File: src/cal_store_cfg.svh
// Named constants for the calibration store controller.
`ifndef CAL_STORE_CFG_SVH
`define CAL_STORE_CFG_SVH
`define CLK_SYS_HZ 25000000
`define PAGE_LAST 2'h3
`define PAGE_WORDS 24
`define STORE_DEPTH 96
`define IDX_W 7
`define ADDR_LAST 5'h17
`define CFG_ADDR 5'h10
`define OFS_MSB 2
`define OFS_LSB 0
`define GAIN_MSB 6
`define GAIN_LSB 3
`define BSEG_MSB 8
`define BSEG_LSB 7
`define TSEG_MSB 10
`define TSEG_LSB 9
`define GRP_READ 3'h0
`define GRP_STAT 3'h1
`define GRP_WRITE 3'h2
`define CMD_PAGE_ADV 8'h5E
`define CMD_MEASURE 8'hAC
`define STAT_BUSY 5
`define STAT_FULL 2
`define STAT_ERR 0
`define MSTAT_PROG 0
`define MSTAT_LOCKED 1
`define FACT_TEMP_OFS 3'h3
`define FACT_TEMP_GAIN 4'h5
`define WORD_ALL_SET 16'hFFFF
`define SYNC_FILL 2'h2
`endif

File: src/cal_store_pkg.sv
// Types shared by the calibration store controller.
`default_nettype none
package cal_store_pkg;
    typedef enum logic [1:0] {st_sleep, st_bridge, st_temp, st_correct} meas_state_e;
    typedef logic [15:0] word_t;
endpackage : cal_store_pkg
`default_nettype wire

File: src/store_if.sv
// Connection between the controller and the page array.
`timescale 1ns/1ps
`default_nettype none
interface store_if;
    logic wr_en;
    logic [1:0] page;
    logic [4:0] addr;
    cal_store_pkg::word_t wdata;
    cal_store_pkg::word_t rd_data;
    cal_store_pkg::word_t cfg_word;
    modport ctrl (output wr_en, page, addr, wdata, input rd_data, cfg_word);
    modport store (input wr_en, page, addr, wdata, output rd_data, cfg_word);
endinterface : store_if
`default_nettype wire

File: src/otp_page_array.sv
// One-time programmable page array with OR-only writes.
`timescale 1ns/1ps
`default_nettype none
`include "cal_store_cfg.svh"
module otp_page_array (
    // Clock and reset.
    input wire logic clk_sys,
    input wire logic nrst,
    // Controller side.
    store_if.store mem
);
    cal_store_pkg::word_t mem_q [`STORE_DEPTH];
    cal_store_pkg::word_t mem_d [`STORE_DEPTH];
    logic [`IDX_W-1:0] acc_idx;
    logic [`IDX_W-1:0] cfg_idx;

    always_comb begin
        acc_idx = `IDX_W'(`IDX_W'(mem.page) * `IDX_W'(`PAGE_WORDS) + `IDX_W'(mem.addr));
        cfg_idx = `IDX_W'(`IDX_W'(mem.page) * `IDX_W'(`PAGE_WORDS) + `IDX_W'(`CFG_ADDR));
        mem.rd_data = (acc_idx < `IDX_W'(`STORE_DEPTH)) ? mem_q[acc_idx] : '0;
        mem.cfg_word = mem_q[cfg_idx];
    end

    for (genvar g = 0; g < `STORE_DEPTH; g++) begin : g_word
        always_comb begin
            mem_d[g] = mem_q[g];
            if (mem.wr_en && acc_idx == `IDX_W'(g)) begin
                mem_d[g] = mem_q[g] | mem.wdata; // [RL10] [RL11]
            end
        end
        always_ff @(posedge clk_sys or negedge nrst) begin
            if (!nrst) begin
                mem_q[g] <= '0;
            end else begin
                mem_q[g] <= mem_d[g];
            end
        end
    end

    a_or_merge: assert property ( // [RL11]
        @(posedge clk_sys) disable iff (!nrst)
        mem.wr_en |=> mem_q[$past(acc_idx)] == ($past(mem.rd_data) | $past(mem.wdata)))
        else $error("Write did not leave the OR of old and new.");

    a_bits_never_clear: assert property ( // [RL10]
        @(posedge clk_sys) disable iff (!nrst)
        ($stable(mem.page) && $past(nrst)) |-> ((mem.cfg_word & $past(mem.cfg_word)) == $past(mem.cfg_word)))
        else $error("A programmed bit went back to zero.");
endmodule : otp_page_array
`default_nettype wire

File: src/iface_strap.sv
// Interface select strap capture.
`timescale 1ns/1ps
`default_nettype none
`include "cal_store_cfg.svh"
module iface_strap (
    // Clock and reset.
    input wire logic clk_sys,
    input wire logic nrst,
    // Strap pin.
    input wire logic sel_pin,
    // Result.
    output logic io_mode_i2c,
    output logic sel_pullup_en
);
    logic sync1_q;
    logic sync2_q;
    logic [1:0] fill_q;
    logic [1:0] fill_d;
    logic taken_q;
    logic taken_d;
    logic mode_q;
    logic mode_d;
    logic pull_q;

    always_comb begin
        fill_d = fill_q;
        taken_d = taken_q;
        mode_d = mode_q;
        if (!taken_q) begin
            if (fill_q == `SYNC_FILL) begin
                mode_d = sync2_q; // [RL15]
                taken_d = 1'b1;
            end else begin
                fill_d = fill_q + 2'h1;
            end
        end
    end

    // The pull-up stays on, so an open pin reads high.
    always_ff @(posedge clk_sys or negedge nrst) begin
        if (!nrst) begin
            sync1_q <= 1'b1; // [RL16]
            sync2_q <= 1'b1;
            fill_q <= 2'h0;
            taken_q <= 1'b0;
            mode_q <= 1'b1; // [RL16]
            pull_q <= 1'b1;
        end else begin
            sync1_q <= sel_pin;
            sync2_q <= sync1_q;
            fill_q <= fill_d;
            taken_q <= taken_d;
            mode_q <= mode_d;
            pull_q <= 1'b1;
        end
    end

    assign io_mode_i2c = mode_q;
    assign sel_pullup_en = pull_q;

    a_mode_capture: assert property ( // [RL15]
        @(posedge clk_sys) disable iff (!nrst)
        $rose(taken_q) |-> mode_q == $past(sync2_q))
        else $error("Interface mode not taken from the strap.");

    a_mode_frozen: assert property ( // [RL15]
        @(posedge clk_sys) disable iff (!nrst)
        (taken_q && $past(taken_q)) |-> $stable(mode_q))
        else $error("Interface mode changed after capture.");
endmodule : iface_strap
`default_nettype wire

File: src/otp_calibration_store_ctrl.sv
// Calibration store controller with conversion sequencing and strap decode.
// What the document asks of the block and its host
// RL1 - ADC offset selectable in eight steps
// RL2 - Offset code from config word 10h
// RL3 - Code n gives offset (n+1)/16
// RL4 - Temperature uses factory offset and gain
// RL5 - Done only after measurement and correction
// RL6 - Four pages, one currently valid
// RL7 - Host advances page before rewriting contents
// RL8 - Each page holds 24 sixteen-bit words
// RL9 - Factory values unreachable by user commands
// RL10 - No erase, bits never clear; the code zeroes the whole page array on every nrst reset
// RL11 - Write stores OR of old, new
// RL12 - Host rewrites only when OR equals new
// RL13 - Logic runs from one trimmed clock
// RL14 - Supervisor reset clears all digital state
// RL15 - Select pin low SPI, high I2C
// RL16 - Open select pin defaults to I2C
// RL17 - Host may leave SPI pins open
// RL18 - Interface answers while rest sleeps
// RL19 - Read, status +20h, write +40h
// RL20 - Writes refused and full flagged
// RL21 - Done drops at new measurement start
`timescale 1ns/1ps
`default_nettype none
`include "cal_store_cfg.svh"
module otp_calibration_store_ctrl (
    // Clock and supervisor reset.
    input wire logic clk_sys,
    input wire logic nrst,
    // Command port.
    input wire logic cmd_valid,
    input wire logic [7:0] cmd_byte,
    input wire logic [15:0] cmd_data,
    // Response port.
    output logic rsp_valid,
    output logic [7:0] rsp_status,
    output logic [15:0] rsp_data,
    // Conversion control.
    input wire logic adc_done,
    input wire logic dsp_done,
    output logic adc_start,
    output logic meas_temp,
    output logic lv_active,
    output logic eoc,
    output logic [2:0] adc_offset_select,
    output logic [3:0] amp_gain_select,
    output logic [1:0] adc_segment_select,
    // Interface strap.
    input wire logic sel_pin,
    output logic io_mode_i2c,
    output logic sel_pullup_en,
    // Page state.
    output logic [1:0] page_index,
    output logic mem_full
);
    // ****************************************
    // Declarations.
    // ****************************************
    store_if port();
    logic [2:0] grp;
    logic addr_ok;
    logic start_meas;
    logic cmd_err;
    logic [1:0] page_q;
    logic [1:0] page_d;
    logic full_q;
    logic full_d;
    logic rsp_valid_q;
    logic rsp_valid_d;
    logic [7:0] rsp_status_q;
    logic [7:0] rsp_status_d;
    logic [15:0] rsp_data_q;
    logic [15:0] rsp_data_d;
    cal_store_pkg::meas_state_e state_q;
    cal_store_pkg::meas_state_e state_d;
    logic eoc_q;
    logic eoc_d;
    logic adc_start_q;
    logic adc_start_d;
    logic temp_q;
    logic temp_d;
    logic lv_q;
    logic lv_d;
    logic [2:0] ofs_q;
    logic [2:0] ofs_d;
    logic [3:0] gain_q;
    logic [3:0] gain_d;
    logic [1:0] seg_q;
    logic [1:0] seg_d;

    // ****************************************
    // Sub-blocks.
    // ****************************************
    otp_page_array u_array (
        .clk_sys(clk_sys),
        .nrst(nrst),
        .mem(port.store)
    );

    iface_strap u_strap (
        .clk_sys(clk_sys),
        .nrst(nrst),
        .sel_pin(sel_pin),
        .io_mode_i2c(io_mode_i2c),
        .sel_pullup_en(sel_pullup_en)
    );

    // ****************************************
    // Command decode, answered in every state; measure starts only from sleep.
    // ****************************************
    always_comb begin
        grp = cmd_byte[7:5];
        addr_ok = cmd_byte[4:0] <= `ADDR_LAST; // [RL8]
        start_meas = cmd_valid && cmd_byte == `CMD_MEASURE && state_q == cal_store_pkg::st_sleep;
        port.page = page_q; // [RL6]
        port.addr = cmd_byte[4:0];
        port.wdata = cmd_data;
        port.wr_en = 1'b0;
        page_d = page_q;
        full_d = full_q;
        cmd_err = 1'b0;
        rsp_valid_d = 1'b0;
        rsp_status_d = rsp_status_q;
        rsp_data_d = rsp_data_q;
        if (cmd_valid) begin // [RL18]
            rsp_valid_d = 1'b1;
            rsp_data_d = '0;
            if (grp == `GRP_READ && addr_ok) begin
                rsp_data_d = port.rd_data; // [RL19]
            end else if (grp == `GRP_STAT && addr_ok) begin
                rsp_data_d[`MSTAT_PROG] = |port.rd_data; // [RL19]
                rsp_data_d[`MSTAT_LOCKED] = port.rd_data == `WORD_ALL_SET;
            end else if (grp == `GRP_WRITE && addr_ok) begin
                port.wr_en = !full_q; // [RL19] [RL20]
                cmd_err = full_q;
            end else if (cmd_byte == `CMD_PAGE_ADV) begin
                if (page_q == `PAGE_LAST) begin
                    full_d = 1'b1; // [RL20]
                end else begin
                    page_d = page_q + 2'h1; // [RL6]
                end
            end else if (!start_meas) begin
                cmd_err = 1'b1;
            end
            rsp_status_d = '0;
            rsp_status_d[`STAT_BUSY] = state_q != cal_store_pkg::st_sleep;
            rsp_status_d[`STAT_FULL] = full_d; // [RL20]
            rsp_status_d[`STAT_ERR] = cmd_err;
        end
    end

    // The whole block runs on the single system clock.
    always_ff @(posedge clk_sys or negedge nrst) begin // [RL13]
        if (!nrst) begin // [RL14]
            page_q <= 2'h0;
            full_q <= 1'b0;
            rsp_valid_q <= 1'b0;
            rsp_status_q <= 8'h00;
            rsp_data_q <= 16'h0000;
        end else begin
            page_q <= page_d;
            full_q <= full_d;
            rsp_valid_q <= rsp_valid_d;
            rsp_status_q <= rsp_status_d;
            rsp_data_q <= rsp_data_d;
        end
    end

    // ****************************************
    // Measurement sequence.
    // ****************************************
    always_comb begin
        state_d = state_q;
        eoc_d = eoc_q;
        adc_start_d = 1'b0;
        unique case (state_q)
            cal_store_pkg::st_sleep: begin
                if (start_meas) begin
                    state_d = cal_store_pkg::st_bridge;
                    eoc_d = 1'b0; // [RL21]
                    adc_start_d = 1'b1;
                end
            end
            cal_store_pkg::st_bridge: begin
                if (adc_done) begin
                    state_d = cal_store_pkg::st_temp;
                    adc_start_d = 1'b1;
                end
            end
            cal_store_pkg::st_temp: begin
                if (adc_done) begin
                    state_d = cal_store_pkg::st_correct;
                end
            end
            cal_store_pkg::st_correct: begin
                if (dsp_done) begin
                    state_d = cal_store_pkg::st_sleep;
                    eoc_d = 1'b1; // [RL5]
                end
            end
        endcase
        temp_d = state_d == cal_store_pkg::st_temp;
        lv_d = state_d != cal_store_pkg::st_sleep;
        // Factory settings stay in constants with no command path to them.
        ofs_d = temp_d ? `FACT_TEMP_OFS : port.cfg_word[`OFS_MSB:`OFS_LSB]; // [RL1] [RL2] [RL3] [RL4] [RL9]
        gain_d = temp_d ? `FACT_TEMP_GAIN : port.cfg_word[`GAIN_MSB:`GAIN_LSB]; // [RL4]
        seg_d = temp_d ? port.cfg_word[`TSEG_MSB:`TSEG_LSB] : port.cfg_word[`BSEG_MSB:`BSEG_LSB];
    end

    always_ff @(posedge clk_sys or negedge nrst) begin
        if (!nrst) begin // [RL14]
            state_q <= cal_store_pkg::st_sleep;
            eoc_q <= 1'b0;
            adc_start_q <= 1'b0;
            temp_q <= 1'b0;
            lv_q <= 1'b0;
            ofs_q <= 3'h0;
            gain_q <= 4'h0;
            seg_q <= 2'h0;
        end else begin
            state_q <= state_d;
            eoc_q <= eoc_d;
            adc_start_q <= adc_start_d;
            temp_q <= temp_d;
            lv_q <= lv_d;
            ofs_q <= ofs_d;
            gain_q <= gain_d;
            seg_q <= seg_d;
        end
    end

    // ****************************************
    // Outputs.
    // ****************************************
    assign rsp_valid = rsp_valid_q;
    assign rsp_status = rsp_status_q;
    assign rsp_data = rsp_data_q;
    assign adc_start = adc_start_q;
    assign meas_temp = temp_q;
    assign lv_active = lv_q;
    assign eoc = eoc_q;
    assign adc_offset_select = ofs_q;
    assign amp_gain_select = gain_q;
    assign adc_segment_select = seg_q;
    assign page_index = page_q;
    assign mem_full = full_q;

    // ****************************************
    // Checks.
    // ****************************************
    a_eoc_after_calc: assert property ( // [RL5]
        @(posedge clk_sys) disable iff (!nrst)
        $rose(eoc_q) |-> $past(state_q == cal_store_pkg::st_correct && dsp_done))
        else $error("Done rose without finished correction.");

    a_eoc_low_busy: assert property ( // [RL21]
        @(posedge clk_sys) disable iff (!nrst)
        start_meas |=> !eoc_q throughout (state_q != cal_store_pkg::st_sleep)[*1])
        else $error("Done not cleared at measurement start.");

    a_eoc_held_low: assert property ( // [RL21]
        @(posedge clk_sys) disable iff (!nrst)
        (state_q != cal_store_pkg::st_sleep) |-> !eoc_q)
        else $error("Done high during a measurement.");

    a_offset_from_cfg: assert property ( // [RL2]
        @(posedge clk_sys) disable iff (!nrst)
        (state_q == cal_store_pkg::st_bridge && $past(state_q == cal_store_pkg::st_bridge))
        |-> adc_offset_select == $past(port.cfg_word[`OFS_MSB:`OFS_LSB]))
        else $error("Bridge offset not taken from the config word.");

    a_temp_factory: assert property ( // [RL4]
        @(posedge clk_sys) disable iff (!nrst)
        meas_temp |-> (adc_offset_select == `FACT_TEMP_OFS && amp_gain_select == `FACT_TEMP_GAIN))
        else $error("Temperature conversion not on factory settings.");

    a_full_refuses: assert property ( // [RL20]
        @(posedge clk_sys) disable iff (!nrst)
        (cmd_valid && grp == `GRP_WRITE && addr_ok && full_q)
        |-> !port.wr_en ##1 (rsp_status[`STAT_FULL] && rsp_status[`STAT_ERR]))
        else $error("Write accepted after the store was full.");

    a_page_advance: assert property ( // [RL6]
        @(posedge clk_sys) disable iff (!nrst)
        (cmd_valid && cmd_byte == `CMD_PAGE_ADV && page_q != `PAGE_LAST)
        |=> page_q == $past(page_q) + 2'h1)
        else $error("Page counter did not advance by one.");

    a_answer_next: assert property ( // [RL19]
        @(posedge clk_sys) disable iff (!nrst)
        cmd_valid |=> rsp_valid ##1 (rsp_valid == $past(cmd_valid)))
        else $error("Command not answered on the next cycle.");

    c_meas_done: cover property (@(posedge clk_sys) disable iff (!nrst) $rose(eoc_q));
    c_store_full: cover property (@(posedge clk_sys) disable iff (!nrst) $rose(full_q));
    c_word_write: cover property (@(posedge clk_sys) disable iff (!nrst) port.wr_en);
endmodule : otp_calibration_store_ctrl
`default_nettype wire

File: config.mk
export PLATFORM = sky130hd
export DESIGN_NAME = otp_calibration_store_ctrl
export DESIGN_NICKNAME = d
export VERILOG_FILES = /design/src/cal_store_pkg.sv /design/src/store_if.sv /design/src/otp_page_array.sv /design/src/iface_strap.sv /design/src/otp_calibration_store_ctrl.sv
export VERILOG_INCLUDE_DIRS = /design/src /design/src/src
export SDC_FILE = /design/constraint.sdc
export NUM_CORES = 2
export LEC_CHECK = 0
export BUFFER_PORTS_ARGS = -buffer_cell sky130_fd_sc_hd__buf_2
export CORE_UTILIZATION = 62
export DETAILED_ROUTE_END_ITERATION = 10
export HOLD_SLACK_MARGIN = 0.05
export PLACE_DENSITY = 0.76
export REMOVE_ABC_BUFFERS = 1
export SLEW_MARGIN = 25
export SYNTH_ARGS = -nofsm -noshare
export SYNTH_HDL_FRONTEND = slang
export SYNTH_SLANG_ARGS = --single-unit
File: constraint.sdc
create_clock -name clk_sys -period 10.7 [get_ports clk_sys]
set_input_delay 1.07 -clock clk_sys [delete_from_list [all_inputs] [get_ports clk_sys]]
set_output_delay 1.07 -clock clk_sys [all_outputs]
set_load 0.02 [all_outputs]
==> impl_metrics.yaml <==
critical_path:
  max_stage_delay_ps: 740
  arrival_ps: 6260
  reg2reg_slack_ps: 5090
  required_ps: 11350
  worstSetupStartpointType: "flip-flop"
  cp_slowest_cell: "buf_4"
  path_cells: "buf_4, ha_4, buf_12, buf_4, mux4_2, mux2i_1, nor2_1, a311o_1, or4_4, nor4_2, nand3_1, nor3_2, o31ai_1"
  cpMostUsedCell: "buf_4"
  crit_fanout: 90
  cp-end-kind: "flip-flop"
  crit_type: "reg2reg"
finish:
  fillerInstances: 7146
  finalCoreUtilization: 0.687
  area_growth_pct: 9.74
  layout.cells.non_filler: 6179
  multi_input_area_mm2: 0.0258
  seq_area_mm2: 0.0395
  layout-drive-gt1-share: 0.191
  nets: 4690
  final_area_mm2: 0.0738
synthesis:
  yosysMostFrequentCell: "dfrtp_1"
  syn_area_mm2: 0.0672
  synth-simple-area-share: 0.0253
  synth_cells: 4750
  postSynthAreaPerCell_um2: 14.2
  synth_flop_cell: "dfrtp_1"
  synth_area_leaders: "dfrtp_1 59%, a21o_1 17%, mux4_2 13%, mux2i_1 1.7%, clkbuf_1 1.2%"
  ys_seq_elements: 1579
  synthXorXnorAreaFrac: 0.00106
  yosysWarnings: 0
  synth_top_area_frac: 0.587
  synth_largest_area_cell: "dfrtp_1"
  synthAdderAreaFrac: 0.00141
  synth_compound_area_frac: 0.199
  synth_mux_area_frac: 0.151
  ys_types: 72
  synth_top_family_by_area: "compound AO/OA/AOI/OAI gates"
  ys_seq_area_frac: 0.588
  async_reset_ff_frac: 1.00
  synth_edf_count: 0
  netlist_top_cells_count: "1,576 x dfrtp_1, 1,536 x a21o_1, 398 x mux4_2"
sta:
  setup_viol: 0
  hold_viol_final: 0
  finalCriticalPeriod_ps: 5610
  fmax_ghz: 0.178
  rsz0062_at_grt: "no"
  timing.final.crit_share: 0.524
  relSlewSlack: 0.223
  final.setup_skew_ps: 38.9
  slew_viol_final: 0
  worst_slew_pin_slew_ps: 1160
die:
  die-area_mm2: 0.110
  die_w_um: 331
  io_pins: 73
  coreArea_mm2: 0.107
  die_y_um: 331
  initial_core_util: 0.626
  std_cell_rows: 120
clocking:
  cts_tree: "done"
  cts_setup_buffers: 0
  cts_resized: 0
  cts_root_buf: "clkbuf_16"
  clock_sinks: 1579
  htreeDepth: 4
  cts_hold_buf: 0
  numCtsBuffers: 159
  clock_path_buffers: 3
  clk_latency_ps: 800
  clkTransAtPathRegs_ps: 60
drt:
  drcViolationCount: 0
  drt_iter0_drc: 5970
  wire_per_inst_um: 33.4
  vias_per_cell: 7.28
  vias: 45000
  ant_nets: 0
  dr.pass1.iters: 6
  totalWireLength_um: 206000
global_route:
  globalRouteMet1Util: 0.551
  grt_max_degree: 175
  met2_usage: 0.544
  use_met3: 0.122
  gr-usage-all-layers: 0.384
  first_global_vias: 44900
  grt.busiest_layer: "met1"
  grt_antenna_before_repair: 12
  grt-ovfl-total: 0
  grt_pass1_wl_um: 309000
placed_design:
  portBuffers: 66
  placedInstanceArea_mm2: 0.0684
  place.gp.congestion: 0.990
  dp_cells: 5894
  dp_hpwl_um: 131000
pwr:
  power_density_mw_per_mm2: 176
  leakagePower_nw: 46.6
  ir_drop_mv: 0.146
hold_path:
  hold_class: "in2async"
run:
  drv_cap: 0
outcome:
  outcome: "finished clean"
## logic make-up (layout without fill, tap and decap cells)
family	Yosys count	after routing
AO/OA/AOI/OAI	1796	1796
flip-flops	1579	1579
buffers and inverters	460	476
adder cells (fa/ha/maj)	7	7
XOR/XNOR	6	6
multiplexers	518	518
other	2	12
AND/OR/NAND/NOR	382	382
## final timing paths
path                                 start  cells past startpoint                  to
setup / recovery             page_index[0]                     13         rsp_data[0]
hold / removal                        nrst                      1  u_array.mem_q[567]
setup reg to reg             page_index[0]                     13         rsp_data[0]
hold reg to reg            u_strap.sync1_q                      0     u_strap.sync2_q
max in group asynchronous             nrst                      4  u_array.mem_q[106]
min in group clk_sys       u_strap.sync1_q                      0     u_strap.sync2_q
## sequential cells by signal, indices dropped and copies added (netlist names)
name / count
u_array.mem_q: 1536
rsp_status: 3
state_q: 2
u_strap.sync1_q: 1
lv_active: 1
adc_offset_select: 3
meas_temp: 1
page_index: 2
eoc: 1
rsp_valid: 1
u_strap.io_mode_i2c: 1
rsp_data: 16
u_strap.fill_q: 2
amp_gain_select: 4
adc_segment_select: 2
u_strap.taken_q: 1
adc_start: 1
u_strap.sync2_q: 1
## final cells by class
| type | instances | share of cell area |
|---|---|---|
| flip-flops and latches | 1579 | 0.536 |
| multi-input cells | 2715 | 0.349 |
| clock buffers | 230 | 0.0630 |
| well taps | 1403 | 0.0238 |
| repair buffers | 185 | 0.0195 |
| clock inverters | 48 | 0.00782 |
| inverters | 13 | 0.000661 |
| diodes | 6 | 0.000204 |
## stage by stage
step | setup TNS [ps] | hold WS (ps) | worst slack, ps | power [W]
2_1_floorplan | -118 | 345 | -118 | 0.00681
3_3_place_gp | 0 | 346 | 5050 | 0.00742
3_5_place_dp | 0 | 356 | 5030 | 0.00744
4_1_cts | 0 | 303 | 5200 | 0.0130
5_1_grt | 0 | 317 | 4970 | 0.0133
6_report | 0 | 217 | 5090 | 0.0130
## worst max-delay path, delay by kind of cell, from the launching register on
kind | cells | cell delay [ps]
buffers and inverters | 3 | 1880
and+or+nand+nor | 5 | 1150
muxes | 2 | 900
adders and majority gates | 1 | 530
AOI/OAI and AO/OA | 2 | 450
DFF | 1 | 360
## where the power goes
part	internal (W)	total, W	switching [W]
logic	0.000341	0.00120	0.000855
clock network	0.00324	0.00560	0.00236
registers	0.00610	0.00618	0.0000769
## placed cells by master, fill, tap and decap left out, types with 6 or more instances in the layout
| master | count |
|---|---|
| nor2b_1 | 10 |
| nor2_1 | 77 |
| o221ai_1 | 6 |
| a21o_1 | 1536 |
| nand3_1 | 28 |
| nand4_1 | 16 |
| o2bb2ai_1 | 8 |
| o211ai_1 | 6 |
| diode_2 | 6 |
| inv_1 | 10 |
| a211oi_1 | 7 |
| a21oi_1 | 56 |
| buf_12 | 9 |
| nor2_4 | 24 |
| a22o_1 | 14 |
| clkbuf_8 | 34 |
| a22oi_1 | 79 |
| bufinv_16 | 9 |
| nor3_1 | 20 |
| o21ai_0 | 21 |
| buf_2 | 47 |
| buf_4 | 121 |
| clkinv_2 | 25 |
| a221oi_1 | 11 |
| nor2_2 | 31 |
| conb_1 | 6 |
| inv_6 | 6 |
| mux4_2 | 398 |
| nand2_1 | 127 |
| and3_1 | 7 |
| clkbuf_1 | 34 |
| dfrtp_1 | 1575 |
| and2_1 | 8 |
| a32oi_1 | 6 |
| nor4_1 | 9 |
| clkbuf_16 | 162 |
| mux2i_1 | 115 |
## per-layer routing
| layer | vias up | part of all wire |
|---|---|---|
| met1 | 24100 | 0.39 |
| met2 | 2919 | 0.44 |
| met3 | 565 | 0.12 |
| li1 | 17400 | - |
| met4 | 12 | 0.050 |
| met5 | - | 0.00032 |
Power figures use the tool's default switching activity.
